### src/logic/acr_pkg.sv
// shared constants and state types of the async receive clock/data recovery block
package acr_pkg;
   // oversampling: samples per bit and first centre sample
   localparam logic [4:0]  SPB_NORMAL = 5'h10;
   localparam logic [4:0]  SPB_DOUBLE = 5'h08;
   localparam logic [4:0]  SF_NORMAL  = 5'h08;
   localparam logic [4:0]  SF_DOUBLE  = 5'h04;
   localparam logic [4:0]  SMP_FIRST  = 5'h01;
   // character plus parity length limits
   localparam logic [3:0]  DLEN_MIN   = 4'h5;
   localparam logic [3:0]  DLEN_MAX   = 4'ha;
   localparam int          DATA_W     = 10;
   localparam int          DIV_W      = 12;
   // reset values
   localparam logic [2:0]  SYNC_RST   = 3'h7;
   localparam logic [DIV_W-1:0] DIV_RST = 12'h000;

   typedef enum logic [2:0] {
      ST_IDLE  = 3'b001,
      ST_START = 3'b010,
      ST_DATA  = 3'b100
   } acr_state_t;

   typedef struct packed {
      acr_state_t        st;
      logic [2:0]        sync;
      logic              line;
      logic              prev;
      logic [DIV_W-1:0]  div;
      logic              tick;
      logic [4:0]        smp;
      logic [3:0]        bit_cnt;
      logic [1:0]        votes;
      logic [DATA_W-1:0] sh;
      logic [DATA_W-1:0] data;
      logic              fe;
      logic              valid;
   } acr_regs_t;
endpackage

### src/logic/acr_rx_recovery.sv
// async receive front end: start qualification and three-sample bit voting
`timescale 1ns/1ps

// Summary of operation
// sample the line at 16x baud normally, 8x in double speed.
// a high-to-low edge on idle line starts detection; first low is sample 1.
// qualify start on samples 8,9,10 (normal) or 4,5,6 (double speed).
// two or more high qualification samples: drop as noise, wait for next edge.
// valid start aligns bit timing; realigned on every frame's start bit.
// each bit is 16 (or 8) sample states; sample number equals state.
// bit value is the majority of its three centre samples.
// recover bits through the first stop bit; further stop bits ignored.
// stop bit voted the same way; zero sets the frame error flag.
// new start edge accepted right after the last stop voting sample.
// frames of five to ten character plus parity bits are handled.
// far transmitter should keep its rate within about two percent.
// double speed halves the oversampling divisor from sixteen to eight.
// frame error flag travels with its frame, one when stop bit was zero.
// line idles high, sampled once per tick after synchronising.
module acr_rx_recovery (
   input  wire logic        sys_clk,             // system clock, 40 MHz
   input  wire logic        rst_n,               // async reset, active low
   input  wire logic        serial_receive_pin,  // raw serial line from pin
   input  wire logic        double_speed_select, // 1: 8 samples per bit
   input  wire logic [11:0] baud_divisor_value,  // tick every value+1 clocks
   input  wire logic [3:0]  frame_bits,          // character plus parity, 5..10
   output logic      [9:0]  rx_data,             // received bits, first bit in bit 0
   output logic             frame_error_flag,    // stop bit of rx_data was zero
   output logic             rx_valid,            // one-cycle pulse, new frame out
   output logic             rx_busy              // frame in progress
);

   acr_pkg::acr_regs_t q;
   acr_pkg::acr_regs_t n;
   logic [4:0]         spb;
   logic [4:0]         sf;
   logic [3:0]         dlen;
   logic               vote_now;

   // majority of three samples
   function automatic logic maj3(input logic a, input logic b, input logic c);
      maj3 = (a & b) | (a & c) | (b & c);
   endfunction

   // out-of-range lengths are clamped rather than trusted
   function automatic logic [3:0] clamp_len(input logic [3:0] l);
      if (l < acr_pkg::DLEN_MIN) begin
         clamp_len = acr_pkg::DLEN_MIN;
      end else if (l > acr_pkg::DLEN_MAX) begin
         clamp_len = acr_pkg::DLEN_MAX;
      end else begin
         clamp_len = l;
      end
   endfunction

   // mode-dependent sampling geometry
   assign spb = double_speed_select ? acr_pkg::SPB_DOUBLE : acr_pkg::SPB_NORMAL;
   assign sf = double_speed_select ? acr_pkg::SF_DOUBLE : acr_pkg::SF_NORMAL;
   assign dlen = clamp_len(frame_bits);
   assign vote_now = maj3(q.votes[0], q.votes[1], q.line);

   // next-state logic of the whole receiver
   always_comb begin
      n = q;
      n.valid = 1'b0;
      // three-flop synchroniser; accept a change once the last two agree
      n.sync = {q.sync[1:0], serial_receive_pin};
      if (q.sync[1] == q.sync[2]) begin
         n.line = q.sync[2];
      end
      // oversampling tick from the baud divider
      n.tick = (q.div == acr_pkg::DIV_RST);
      n.div = n.tick ? baud_divisor_value : q.div - 12'h001;
      if (q.tick) begin
         n.prev = q.line;
         unique case (q.st)
            acr_pkg::ST_IDLE: begin
               if (q.prev && !q.line) begin
                  n.st = acr_pkg::ST_START;
                  // this tick took sample 1, so the next tick takes sample 2
                  n.smp = acr_pkg::SMP_FIRST + 5'h01;
                  n.bit_cnt = 4'h0;
                  n.sh = '0;
               end
            end
            acr_pkg::ST_START: begin
               n.smp = q.smp + 5'h01;
               if (q.smp == sf) begin
                  n.votes[0] = q.line;
               end
               if (q.smp == sf + 5'h01) begin
                  n.votes[1] = q.line;
               end
               if (q.smp == sf + 5'h02 && vote_now) begin
                  n.st = acr_pkg::ST_IDLE;
               end else if (q.smp == spb) begin
                  n.st = acr_pkg::ST_DATA;
                  n.smp = acr_pkg::SMP_FIRST;
               end
            end
            acr_pkg::ST_DATA: begin
               n.smp = (q.smp == spb) ? acr_pkg::SMP_FIRST : q.smp + 5'h01;
               if (q.smp == sf) begin
                  n.votes[0] = q.line;
               end
               if (q.smp == sf + 5'h01) begin
                  n.votes[1] = q.line;
               end
               if (q.smp == sf + 5'h02) begin
                  if (q.bit_cnt == dlen) begin
                     // first stop bit: later stop bits are simply idle line
                     n.data = q.sh;
                     n.fe = ~vote_now;
                     n.valid = 1'b1;
                     n.st = acr_pkg::ST_IDLE;
                  end else begin
                     n.sh[q.bit_cnt] = vote_now;
                     n.bit_cnt = q.bit_cnt + 4'h1;
                  end
               end
            end
            default: begin
               n.st = acr_pkg::ST_IDLE;
            end
         endcase
      end
   end

   // single state register
   always_ff @(posedge sys_clk or negedge rst_n) begin
      if (!rst_n) begin
         q.st <= acr_pkg::ST_IDLE;
         q.sync <= acr_pkg::SYNC_RST;
         q.line <= 1'b1;
         q.prev <= 1'b1;
         q.div <= acr_pkg::DIV_RST;
         q.tick <= 1'b0;
         q.smp <= 5'h00;
         q.bit_cnt <= 4'h0;
         q.votes <= 2'h0;
         q.sh <= '0;
         q.data <= '0;
         q.fe <= 1'b0;
         q.valid <= 1'b0;
      end else begin
         q <= n;
      end
   end

   // outputs straight from flops, except rx_busy decoded from the state register
   assign rx_data = q.data;
   assign frame_error_flag = q.fe;
   assign rx_valid = q.valid;
   assign rx_busy = (q.st != acr_pkg::ST_IDLE);

   // sample count never passes the bit length of the current mode
   property p_smp_range;
      @(posedge sys_clk) disable iff (!rst_n)
      (q.st == acr_pkg::ST_DATA) |-> (q.smp >= 5'h01 && q.smp <= spb);
   endproperty
   a_smp_range: assert property (p_smp_range) else $error("sample count out of range");

   // a falling edge on idle line is sample 1; the next tick takes sample 2
   property p_edge_start;
      @(posedge sys_clk) disable iff (!rst_n)
      (q.tick && q.st == acr_pkg::ST_IDLE && q.prev && !q.line)
         |=> (q.st == acr_pkg::ST_START && q.smp == 5'h02);
   endproperty
   a_edge_start: assert property (p_edge_start) else $error("start edge missed");

   // noise spike rejected at the last qualification sample
   property p_noise;
      @(posedge sys_clk) disable iff (!rst_n)
      (q.tick && q.st == acr_pkg::ST_START && q.smp == sf + 5'h02 && vote_now)
         |=> (q.st == acr_pkg::ST_IDLE && !q.valid);
   endproperty
   a_noise: assert property (p_noise) else $error("noisy start not rejected");

   // valid start enters data recovery at sample 1
   property p_sync;
      @(posedge sys_clk) disable iff (!rst_n)
      (q.tick && q.st == acr_pkg::ST_START && q.smp == spb)
         |=> (q.st == acr_pkg::ST_DATA && q.smp == 5'h01 && q.bit_cnt == 4'h0);
   endproperty
   a_sync: assert property (p_sync) else $error("no realignment to start bit");

   // each data bit is stored as the majority vote
   property p_vote;
      @(posedge sys_clk) disable iff (!rst_n)
      (q.tick && q.st == acr_pkg::ST_DATA && q.smp == sf + 5'h02 && q.bit_cnt < dlen)
         |=> (q.sh[$past(q.bit_cnt)] == $past(vote_now));
   endproperty
   a_vote: assert property (p_vote) else $error("data bit differs from vote");

   // stop vote yields frame out, error flag and immediate return to idle
   property p_stop;
      @(posedge sys_clk) disable iff (!rst_n)
      (q.tick && q.st == acr_pkg::ST_DATA && q.smp == sf + 5'h02 && q.bit_cnt == dlen)
         |=> (q.valid && q.fe == !$past(vote_now) && q.st == acr_pkg::ST_IDLE);
   endproperty
   a_stop: assert property (p_stop) else $error("stop bit handling wrong");

   // bit count stays within the frame length
   property p_len;
      @(posedge sys_clk) disable iff (!rst_n)
      (q.st == acr_pkg::ST_DATA) |-> (q.bit_cnt <= dlen);
   endproperty
   a_len: assert property (p_len) else $error("bit count past frame length");

   // error flag and data only change together with a new frame
   property p_fe_hold;
      @(posedge sys_clk) disable iff (!rst_n)
      !q.valid |=> (q.valid || ($stable(q.fe) && $stable(q.data)));
   endproperty
   a_fe_hold: assert property (p_fe_hold) else $error("flag moved without frame");

   // valid is a single-cycle pulse
   property p_pulse;
      @(posedge sys_clk) disable iff (!rst_n)
      q.valid |=> !q.valid;
   endproperty
   a_pulse: assert property (p_pulse) else $error("valid longer than a cycle");

   // start qualification takes its first vote at sample sf
   property p_first_vote;
      @(posedge sys_clk) disable iff (!rst_n)
      (q.tick && q.st == acr_pkg::ST_START && q.smp == sf)
         |=> (q.votes[0] == $past(q.line));
   endproperty
   a_first_vote: assert property (p_first_vote) else $error("first start vote missed");

   // second qualification vote one sample later
   property p_second_vote;
      @(posedge sys_clk) disable iff (!rst_n)
      (q.tick && q.st == acr_pkg::ST_START && q.smp == sf + 5'h01)
         |=> (q.votes[1] == $past(q.line));
   endproperty
   a_second_vote: assert property (p_second_vote) else $error("second start vote missed");

   // a low majority keeps the start bit and its timing
   property p_start_kept;
      @(posedge sys_clk) disable iff (!rst_n)
      (q.tick && q.st == acr_pkg::ST_START && q.smp == sf + 5'h02 && !vote_now)
         |=> (q.st == acr_pkg::ST_START && q.smp == $past(q.smp) + 5'h01);
   endproperty
   a_start_kept: assert property (p_start_kept) else $error("valid start dropped");

   // one state step per tick inside a bit
   property p_smp_step;
      @(posedge sys_clk) disable iff (!rst_n)
      (q.tick && q.st == acr_pkg::ST_DATA && q.smp != spb)
         |=> (q.smp == $past(q.smp) + 5'h01);
   endproperty
   a_smp_step: assert property (p_smp_step) else $error("sample state skipped");

   // last state of a bit wraps to the first of the next
   property p_smp_wrap;
      @(posedge sys_clk) disable iff (!rst_n)
      (q.tick && q.st == acr_pkg::ST_DATA && q.smp == spb)
         |=> (q.smp == acr_pkg::SMP_FIRST);
   endproperty
   a_smp_wrap: assert property (p_smp_wrap) else $error("bit did not wrap");

   // no bit, start bit included, is longer than the mode's sample count
   property p_span;
      @(posedge sys_clk) disable iff (!rst_n)
      (q.st != acr_pkg::ST_IDLE)
         |-> (q.smp <= spb);
   endproperty
   a_span: assert property (p_span) else $error("bit longer than mode allows");

   // between ticks the sampler stands still
   property p_hold_no_tick;
      @(posedge sys_clk) disable iff (!rst_n)
      !q.tick
         |=> ($stable(q.st) && $stable(q.smp) && $stable(q.prev));
   endproperty
   a_hold_no_tick: assert property (p_hold_no_tick) else $error("sampler moved off tick");

   // line follows the synchroniser once its last two flops agree
   property p_line_take;
      @(posedge sys_clk) disable iff (!rst_n)
      (q.sync[1] == q.sync[2])
         |=> (q.line == $past(q.sync[2]));
   endproperty
   a_line_take: assert property (p_line_take) else $error("settled line not taken");

   // a glitch seen by one flop only does not reach the sampler
   property p_line_keep;
      @(posedge sys_clk) disable iff (!rst_n)
      (q.sync[1] != q.sync[2])
         |=> $stable(q.line);
   endproperty
   a_line_keep: assert property (p_line_keep) else $error("unsettled line taken");

   // divider counts down between ticks
   property p_div_count;
      @(posedge sys_clk) disable iff (!rst_n)
      (q.div != acr_pkg::DIV_RST)
         |=> (!q.tick && q.div == $past(q.div) - 12'h001);
   endproperty
   a_div_count: assert property (p_div_count) else $error("divider count wrong");

   // divider end gives one tick and reloads the divisor
   property p_div_reload;
      @(posedge sys_clk) disable iff (!rst_n)
      (q.div == acr_pkg::DIV_RST)
         |=> (q.tick && q.div == $past(baud_divisor_value));
   endproperty
   a_div_reload: assert property (p_div_reload) else $error("divider reload wrong");

   // a new frame starts from an empty shifter so unused bits read zero
   property p_sh_clear;
      @(posedge sys_clk) disable iff (!rst_n)
      (q.tick && q.st == acr_pkg::ST_IDLE && q.prev && !q.line)
         |=> (q.sh == '0 && q.bit_cnt == 4'h0);
   endproperty
   a_sh_clear: assert property (p_sh_clear) else $error("shifter not cleared");
endmodule

### config.mk
export PLATFORM = sky130hd
export DESIGN_NAME = acr_rx_recovery
export DESIGN_NICKNAME = d
export VERILOG_FILES = /design/src/logic/acr_pkg.sv /design/src/logic/acr_rx_recovery.sv
export SDC_FILE = /design/constraint.sdc
export NUM_CORES = 1
export LEC_CHECK = 0
export ABC_AREA = 1
export BUFFER_PORTS_ARGS = -buffer_cell sky130_fd_sc_hd__buf_4
export CORE_MARGIN = 2
export CORE_UTILIZATION = 45
export CTS_CLUSTER_DIAMETER = 30
export DETAILED_ROUTE_END_ITERATION = 12
export GPL_ROUTABILITY_DRIVEN = 0
export PLACE_DENSITY = 0.69
export SLEW_MARGIN = 20
export SYNTH_ARGS = -nofsm -noshare
export SYNTH_HDL_FRONTEND = slang
export SYNTH_SLANG_ARGS = --single-unit
### constraint.sdc
create_clock -name sys_clk -period 2.6 [get_ports sys_clk]
set_clock_uncertainty 0.2 [all_clocks]
set_input_delay 0.52 -clock sys_clk [delete_from_list [all_inputs] [get_ports sys_clk]]
set_output_delay 0.52 -clock sys_clk [all_outputs]
set_load 0.02 [all_outputs]
==> results.md, run 1 <==
- CP cell instances: inv_1, ha_1, nand4_1, nor3_4, nand4_2, inv_2, nand2_1, nand2_1
- Number of port buffers: 32
- DR iter-0 viols: 117
- Post-Synth Simple-Gate Area: 0.304
- Commonest non-fill, non-tap cell in the layout: nand2_1
- Post-synth EDFFs: 0
- Largest net degree at the start of global routing: 55
- First-pass GRT wire length: 10.6 mm
- Skew-Pair Late Insertion Delay: 0.31 ns
- Cells after Synth: 387
- Xor/xnor share of the synthesized area: 0.0319
- Pleak: 1.69 nW
- Placed Cells incl. Taps: 479
- Hold crit path type: primary input to async pin
- Main flop type after synthesis: dfrtp_1
- Synth Warn #: 0
- Area after DPL: 3260 um2
- Clock power share: 0.320
- Nets: 439
- Crit-path max cell delay: 0.45 ns
- Rel. slew slack: 0.547
- Maximum VDD drop: 0.205 mV
- Post-CTS sizing: 0
- HPWL Detailed: 4.22 mm
- Post-Synth Adder-Cell Area: 0.0447
- Drt drc: 0
- Vias in the first global route: 2433
- FF-to-FF path depth: 8
- Main combinational cell family by area after synthesis: simple AND/OR/NAND/NOR gates
- Sequential-to-total area share from yosys stat: 0.449
- Layout cell share with drive strength beyond 1: 0.146
- Post-layout min period: 2.20 ns
- Max Fanout on Critical Path: 13
- Setup bufs post-CTS: 0
- CTS HTree Levels: 2
- Final hold violations: 0
- CTS Sinks: 54
- Slew Viols, Final: 0
- Ant diodes: 0
- Reg2Reg Capture Point: rx_data[5]
- Fin cells: 487
- Highest-delay cell along the critical path: dfrtp_1
- Most used cell, CP: nand2_1
- Hold slack: 0.0380 ns
- Psw: 0.390 mW
- Initial Util: 0.471
- RSZ-0062 raised after global routing: false
- Drt wl/cell: 12.0 um
- Commonest cells after routing, fill and taps aside: nand2_1, dfrtp_1, nor2_1, buf_4, inv_1
- Die area: 7390 um2
- Routed via count: 2481
- Synth Area in Compound Gates: 0.0832
- CTS tree: yes
- Congestion Overflow GR: 0
- Maximum clock path buffer count: 2
- CTS Buf Count: 5
- Final ANT Viol Nets: 0
- Fin util: 0.522
- Fmax: 0.454 GHz
- CP Capture Type: flop
- Initial DRT Pass Iterations: 4
- Post-Syn Area per Cell: 7.81 um2
- Drt via density: 5.09
- CTS root buffer: clkbuf_8
- Total track usage: 0.175
- Count of state elements after synthesis: 54
- Ports: 33
- CP startpoint: q[28]
- Post-synth cell types: 35
- Die W: 86.0 um
- Fin crit share: 0.847
- Syn-to-layout area delta: 10.8%
- Switching Share: 0.250
- Multiplexer area fraction after synthesis: 0
- Share of synthesized registers carrying an async set or reset: 1.00
- Synth Net Count: 417
- Post-Syn Area: 3020 um2
- Worst setup SP type: flop
- Status: finished, final reports clean
- Worst Tran Pin Value: 0.679 ns
- Maxcap violations: 0
- R2R setup slack: 0.40 ns
- Initial antenna violation count: 0
- Setup Viol. Count Final: 0
- CP arrival: 2.26 ns
- Seq pwr share: 0.590
- CP required: 2.65 ns
- Die Y: 86.0 um
- Register clock-pin slew on the reported worst setup and hold paths: 0.10 ns
- Worst r2r src: q[28]
- Pint: 1.17 mW
- CP Class: flop to flop
- Logic pwr share: 0.090
- Drt total wl: 5.87 mm
- Cell area power density: 465 nW/um2
- Total Neg Setup Slack: 0 ns
- Post-route cell area: 3350 um2
- Post-CTS Hold Fix Bufs: 0
- CORE AREA: 6420 um2
- Rows: 29
## power by group through the flow
| stage | logic [mW] | registers [mW] | clock network (mW) |
|---|---|---|---|
| floorplan | 0.0905 | 0.925 | 0 |
| global placement | 0.140 | 0.934 | 0 |
| detailed placement | 0.143 | 0.932 | 0 |
| CTS | 0.142 | 0.918 | 0.515 |
| global route | 0.165 | 0.924 | 0.547 |
| finish | 0.140 | 0.918 | 0.498 |
## critical path: cells and delay by family (launching register included)
kind | cells | cell delay, ns
fa+ha+maj | 1 | 0.17
buf+inv | 2 | 0.39
simple gates | 5 | 0.94
flops | 1 | 0.45
## stage by stage
step | setup slack, ns | power [mW]
2_1_floorplan | 0.781 | 1.02
3_3_place_gp | 0.352 | 1.07
3_5_place_dp | 0.264 | 1.08
4_1_cts | 0.368 | 1.58
5_1_grt | 0.142 | 1.64
6_report | 0.397 | 1.56
## worst max path at each step
stage | endpoint | cells after the start
5_1_grt | rx_data[5] | 8
2_1_floorplan | rx_data[0] | 9
6_report | rx_data[5] | 8
3_5_place_dp | rx_data[5] | 10
3_3_place_gp | rx_data[3] | 10
4_1_cts | rx_data[5] | 8
## cells by family (layout without fill, tap and decap cells)
kind of cell               after synthesis  count (layout)
and+or+nand+nor                        207             207
buffers and inverters                   56              79
DFF                                     54              54
AOI/OAI and AO/OA                       48              48
adders and majority gates               11              11
xor gates and xnor gates                11              11
## synthesized netlist by cell type, drive strengths merged, types with 2 or more instances
library cell	count	area (um2)
a21oi	11	58.8
a31oi	2	12.5
buf	17	116
clkbuf	3	11.3
dfrtp	48	1200
dfstp	6	158
ha	10	125
inv	36	135
nand2	111	417
nand3	29	150
nand4	14	93.8
nor2	42	163
nor3	5	52.6
o21ai	33	165
or2	2	12.5
xnor2	7	61.3
xor2	4	35.0
## layer usage
layer  global-route usage  share of wire
met3               0.0366          0.037
met4               0.0577          0.010
met2                0.285           0.48
met5                    0              0
met1                0.231           0.48
## final cells by class
class / instances / area [um2]
multi-input combinational: 277 / 1400
tap: 77 / 96.3
sequential: 54 / 1360
clock buffer: 6 / 82.6
fill: 627 / 3070
inverter: 36 / 135
clock inverter: 2 / 12.5
timing repair buffer: 35 / 263
## registers in the layout, indices dropped and copies added, names as in the netlist
signal	cells
n	2
q	40
rx_data	10
frame_error_flag	1
rx_valid	1
Power figures use the tool's default switching activity.
==> run 2, diff against run 1 <==
--- a/config.mk
+++ b/config.mk
@@ -5,7 +5,7 @@
 export SDC_FILE = /design/constraint.sdc
 export NUM_CORES = 1
 export LEC_CHECK = 0
-export ABC_AREA = 1
+export ABC_AREA = 0
 export BUFFER_PORTS_ARGS = -buffer_cell sky130_fd_sc_hd__buf_4
 export CORE_MARGIN = 2
 export CORE_UTILIZATION = 45
==> constraint.sdc (replaced) <==
create_clock -name sys_clk -period 2.2 [get_ports sys_clk]
set_clock_uncertainty 0.2 [all_clocks]
set_input_delay 0.44 -clock sys_clk [delete_from_list [all_inputs] [get_ports sys_clk]]
set_output_delay 0.44 -clock sys_clk [all_outputs]
set_load 0.02 [all_outputs]
==> results.md, run 2 <==
- Initial DRT Pass Iterations: 4 (unchanged)
- Total track usage: 0.174 (-0.000437)
- Nets: 394 (-10%)
- Cell area power density: 554 nW/um2 (+19%)
- Ports: 33 (unchanged)
- Routing usage on met1: 0.217 (-0.0138)
- Highest-delay cell along the critical path: dfstp_2
- Hold slack: 0.0291 ns (-0.00890 ns)
- Layout cell share with drive strength beyond 1: 0.293 (+0.147)
- Maximum clock path buffer count: 2 (unchanged)
- Die area: 7630 um2 (+3.2%)
- Post-Syn Area: 3120 um2 (+3.3%)
- CP Class: flop to primary output
- Slew Viols, Final: 0 (unchanged)
- CP cell instances: nor3b_2, buf_4, inv_1, buf_4
- Most used cell, CP: buf_4
- Final worst slack: 0.0553 ns (-0.342 ns)
- Worst Tran Pin Value: 0.681 ns (+0.00188 ns)
- HPWL Detailed: 4.70 mm (+11%)
- Drt drc: 0 (unchanged)
- First-pass GRT wire length: 10.6 mm (+0.79%)
- Die W: 87.3 um (+1.6%)
- Worst setup SP type: flop
- Crit path max-delay family: flip-flops
- Count leader, synth: dfrtp_1
- Status: finished, final reports clean
- Initial antenna violation count: 0 (unchanged)
- Post-layout min period: 2.14 ns
- Main flop type after synthesis: dfrtp_1
- CTS HTree Levels: 2 (unchanged)
- Drt wl/cell: 14.6 um (+22%)
- Max Fanout on Critical Path: 6 (-7)
- CORE AREA: 6760 um2 (+5.2%)
- Largest net degree at the start of global routing: 55 (unchanged)
- Hold crit path type: primary input to flop
- Met2 Usage GRT: 0.302 (+0.0169)
- Pleak: 1.76 nW (+4.4%)
- Register clock-pin slew on the reported worst setup and hold paths: 0.09 ns (about the same)
- Rows: 30 (+3.4%)
- Cells after Synth: 311 (-20%)
- Syn-to-layout area delta: 18.5%
- Count of state elements after synthesis: 54 (unchanged)
- Drt via density: 5.55 (+9.0%)
- CTS Buf Count: 5 (unchanged)
- Number of port buffers: 32 (unchanged)
- Crit-path max cell delay: 0.61 ns (+0.16 ns)
- CTS root buffer: clkbuf_8
- Initial Util: 0.462 (-0.00847)
- RSZ-0062 raised after global routing: false
- Maximum VDD drop: 0.328 mV (+60%)
- Post-synth top area share: 0.384 (-0.0127)
- Fmax: 0.466 GHz
- Post-synth EDFFs: 0 (unchanged)
- Synth Net Count: 341 (-18%)
- Total Neg Setup Slack: 0 ns (unchanged)
- Commonest cells after routing, fill and taps aside: buf_4, dfrtp_1, nor2_1, a21oi_1, nand2_1
- Commonest cells in the netlist: dfrtp_1, nor2_1, a21oi_1
- Maxcap violations: 0 (unchanged)
- Synth top area cells: dfrtp_1, dfstp_2, mux2_4
- Setup Slack @ Placement: -0.0714 ns (-0.336 ns)
- CP required: 1.56 ns (-1.09 ns)
- Fin util: 0.548 (+0.0262)
- CP arrival: 1.50 ns (-0.76 ns)
- Drt total wl: 6.52 mm (+11%)
- Skew-Pair Late Insertion Delay: 0.31 ns (about the same)
- Congestion Overflow GR: 0 (unchanged)
- Largest register FFs: 40 (unchanged)
- Synth Warn #: 0 (unchanged)
- Grt peak-use layer: met2
- Routed via count: 2470 (-0.44%)
- Die Y: 87.3 um (+1.6%)
- Final hold violations: 0 (unchanged)
- Sequential-to-total area share from yosys stat: 0.435 (-0.0144)
- CTS Sinks: 54 (unchanged)
- CP Capture Type: primary output
- Ant diodes: 0 (unchanged)
- Bufs and invs on worst path: 3 (+1)
- Post-synth top area cell: dfrtp_1
- Setup Viol. Count Final: 0 (unchanged)
- CTS tree: yes
- Post-synth cell types: 67 (+91%)
- Commonest non-fill, non-tap cell in the layout: buf_4
- Vias in the first global route: 2339 (-3.9%)
- Met3 usage: 0.0360 (-0.000555)
- Final ANT Viol Nets: 0 (unchanged)
- Rel. slew slack: 0.541 (-0.00605)
- Fin crit share: 0.975
- Biggest register: q
- Share of synthesized registers carrying an async set or reset: 1.00 (unchanged)
- Post-Syn Area per Cell: 10.0 um2 (+29%)
- DR iter-0 viols: 144 (+23%)
-- run 2: changes by cell type in the layout (fill, tap and decap cells not counted), sizes merged, moves of 7 or more --
cell,before,now
nand2,111,19
buf,35,61
inv,36,15
nor2,42,25
o21ai,33,16
mux2,0,14
nand3,29,15
a21oi,11,23
nand4,14,7
nor2b,0,7
-- run 2: what timing repair did --
| action | CTS | global route |
|---|---|---|
| gates resized for setup | 0 | 8 |
| endpoints found under the setup margin | 0 | 21 |
| setup buffers | 0 | 3 |
| hold buffers | 1 | 0 |
| endpoints found under the hold margin | 48 | 0 |
-- run 2: power breakdown --
part	internal (mW)	total, mW	switching [mW]	leakage [nW]
Combinational	0.157	0.301	0.145	1.04
Clock	0.254	0.577	0.323	0.0472
Sequential	1.08	1.17	0.0908	0.676
-- run 2: routing by layer --
layer  wire length, um  share of wire
met3               282          0.043
met5                 0              0
met2              3270           0.50
met1              2880           0.44
met4                85          0.013
-- run 2: stage by stage --
step	total power, mW	cell area [um2]	std cells
global placement	1.47	3530	432
CTS	2.07	3640	441
finish	2.05	3700	445
global route	2.17	3700	445
floorplan	1.36	3120	311
detailed placement	1.48	3530	432
-- run 2: worst paths after layout --
| check | start | endpoint | slack, ns | cells past startpoint |
|---|---|---|---|---|
| max in group asynchronous | rst_n | q[24] | 0.81 | 2 |
| min reg2reg | n[49] | n[50] | 0.16 | 0 |
| max | q[51] | rx_busy | 0.06 | 4 |
| min | serial_receive_pin | n[49] | 0.03 | 1 |
| max reg2reg | q[24] | rx_data[0] | 0.09 | 5 |
| min in group asynchronous | rst_n | rx_data[4] | 0.50 | 2 |
-- run 2: cell families after synthesis --
logic type,after synthesis,share of synthesized area
xor+xnor,7,0.0196
mux,16,0.0677
fa+ha+maj,11,0.0433
flops,54,0.435
simple gates,111,0.198
buf+inv,32,0.0585
compound gates,80,0.178
-- run 2: area by class of cell --
type | instances | area (um2)
clock buffer | 6 | 82.6
clock inverter | 2 | 12.5
fill | 635 | 3050
inverter | 15 | 56.3
multi-input combinational | 226 | 1620
sequential | 54 | 1360
tap | 80 | 100
timing repair buffer | 62 | 468
==> run 3, diff against run 2 <==
--- a/config.mk
+++ b/config.mk
@@ -13,6 +13,7 @@
 export DETAILED_ROUTE_END_ITERATION = 12
 export GPL_ROUTABILITY_DRIVEN = 0
 export PLACE_DENSITY = 0.69
+export REMOVE_ABC_BUFFERS = 1
 export SLEW_MARGIN = 20
 export SYNTH_ARGS = -nofsm -noshare
 export SYNTH_HDL_FRONTEND = slang
==> results.md, run 3 (synthesis gave the netlist of run 2 again) <==
- Area after DPL: 3580 um2 (+1.3%)
- Rows: 30 (unchanged)
- Cell area power density: 554 nW/um2 (-0.11%)
- Drt drc: 0 (unchanged)
- Worst setup SP type: flop
- Die Y: 87.3 um (unchanged)
- Drt wl/cell: 15.1 um (+2.9%)
- Biggest register: q
- Ports: 33 (unchanged)
- Total track usage: 0.190 (+0.0156)
- Routed via count: 2543 (+3.0%)
- Congestion Overflow GR: 0 (unchanged)
- Status: finished, final reports clean
- Hold Startpoint: serial_receive_pin
- Multi-input logic area: 1620 um2 (about the same)
- Commonest non-fill, non-tap cell in the layout: buf_4
- Worst Tran Pin Value: 0.717 ns (+0.0361 ns)
- Rel. slew slack: 0.517 (-0.0243)
- Fin cells: 450 (+1.1%)
- CP arrival: 1.50 ns (about the same)
- CTS Buf Count: 5 (unchanged)
- Number of port buffers: 32 (unchanged)
- Pint: 1.48 mW (-1.0%)
- Storage cell area: 1360 um2 (about the same)
- CORE AREA: 6760 um2 (unchanged)
- Hold crit path type: primary input to flop
- Fillers: 607 (-4.4%)
- Drt via density: 5.65 (+1.8%)
- Setup Viol. Count Final: 0 (unchanged)
- Register clock-pin slew on the reported worst setup and hold paths: 0.11 ns (+0.02 ns)
- Fin crit share: 0.971 (-0.00401)
- Die area: 7630 um2 (unchanged)
- HPWL Detailed: 5.00 mm (+6.5%)
- CP required: 1.56 ns (about the same)
- Largest net degree at the start of global routing: 55 (unchanged)
- Largest register FFs: 40 (unchanged)
- CP startpoint: q[51]
- Seq pwr share: 0.562 (-0.010)
- Psw: 0.594 mW (+6.3%)
- Commonest cells after routing, fill and taps aside: buf_4, dfrtp_1, nor2_1, a21oi_1, nand2_1
- Maxcap violations: 0 (unchanged)
- Maximum clock path buffer count: 2 (unchanged)
- Total power: 2.07 mW (+0.97%)
- CP Capture Type: primary output
- Nets: 399 (+1.3%)
- Switching Share: 0.287 (+0.0144)
- Initial Util: 0.462 (unchanged)
- Placed Cells incl. Taps: 438 (+1.4%)
- CP Class: flop to primary output
- Vias in the first global route: 2529 (+8.1%)
- Post-layout min period: 2.14 ns (-0.00882 ns)
- Final hold violations: 0 (unchanged)
- Layout cell share with drive strength beyond 1: 0.303 (+0.00955)
- CTS tree: yes
- Skew-Pair Late Insertion Delay: 0.32 ns (about the same)
- Initial antenna violation count: 0 (unchanged)
- Clock power share: 0.288 (+0.007)
- Ant diodes: 0 (unchanged)
- First-pass GRT wire length: 11.6 mm (+8.6%)
- Syn-to-layout area delta: 19.8%
- Pleak: 1.79 nW (+1.3%)
- Final ANT Viol Nets: 0 (unchanged)
- Post-route cell area: 3740 um2 (+1.1%)
- Die W: 87.3 um (unchanged)
- Drt total wl: 6.78 mm (+4.0%)
- Fmax: 0.468 GHz (+0.41%)
- CTS root buffer: clkbuf_8
- CTS HTree Levels: 2 (unchanged)
- Maximum VDD drop: 0.503 mV (+53%)
- Max Fanout on Critical Path: 6 (unchanged)
- Logic pwr share: 0.149 (+0.002)
- Initial DRT Pass Iterations: 4 (unchanged)
- CTS Sinks: 54 (unchanged)
- Slew Viols, Final: 0 (unchanged)
- RSZ-0062 raised after global routing: true
- Hold slack: 0.0328 ns (+0.00370 ns)
- Fin util: 0.554 (+0.00593)
- Worst r2r src: q[30]
- DR iter-0 viols: 126 (-13%)
-- run 3: cell types whose count changed in the layout (fill, tap and decap cells not counted), sizes merged --
cell,before,now
clkinvlp,1,0
clkbuf,6,5
inv,15,16
buf,61,66
clkinv,1,2
-- run 3: final timing paths --
| path | end | slack [ns] | cells past startpoint |
|---|---|---|---|
| setup / recovery | rx_busy | 0.06 | 4 |
| hold / removal | n[49] | 0.03 | 1 |
| setup reg to reg | rx_data[0] | 0.07 | 6 |
| hold reg to reg | n[50] | 0.16 | 0 |
| max in group asynchronous | q[22] | 0.84 | 2 |
| min in group asynchronous | q[31] | 0.49 | 2 |
-- run 3: layer usage --
layer | vias up | wire, um | share of wire | global-route usage
met5 | - | 0 | 0 | 0
met2 | 56 | 3350 | 0.49 | 0.330
met3 | 9 | 273 | 0.040 | 0.0379
li1 | 1249 | - | - | -
met4 | 0 | 107 | 0.016 | 0.0601
met1 | 1229 | 3050 | 0.45 | 0.235
-- run 3: critical path, stage by stage (launching register included) --
cell	delay, ns
dfstp_2	0.61
nor3b_2	0.20
buf_4	0.16
inv_1	0.06
buf_4	0.15
-- run 3: power groups by stage --
stage,combinational (mW),sequential [mW],clock (mW)
2_1_floorplan,0.195,1.17,0
3_5_place_dp,0.303,1.19,0
3_3_place_gp,0.292,1.18,0
4_1_cts,0.308,1.17,0.614
5_1_grt,0.347,1.18,0.664
6_report,0.309,1.17,0.598
-- run 3: what timing repair did --
item / 4_1_cts / 5_1_grt
hold endpoints to repair: 48 / 0
gates resized for setup: 0 / 8
endpoints found under the setup margin: 0 / 25
hold buffers: 1 / 0
setup buffers: 0 / 2
-- run 3: cell type report --
type	count	area share
well taps	80	0.0267
clock inverters	3	0.00769
flip-flops and latches	54	0.363
multi-input cells	226	0.434
repair buffers	67	0.135
clock buffers	5	0.0184
inverters	15	0.0150
-- run 3: metrics by stage --
stage | worst slack (ns) | TNS [ns]
floorplan | -0.0426 | -0.267
global placement | -0.0227 | -0.0453
detailed placement | -0.0490 | -0.266
CTS | 0.0483 | 0
global route | -0.0136 | -0.0136
finish | 0.0641 | 0
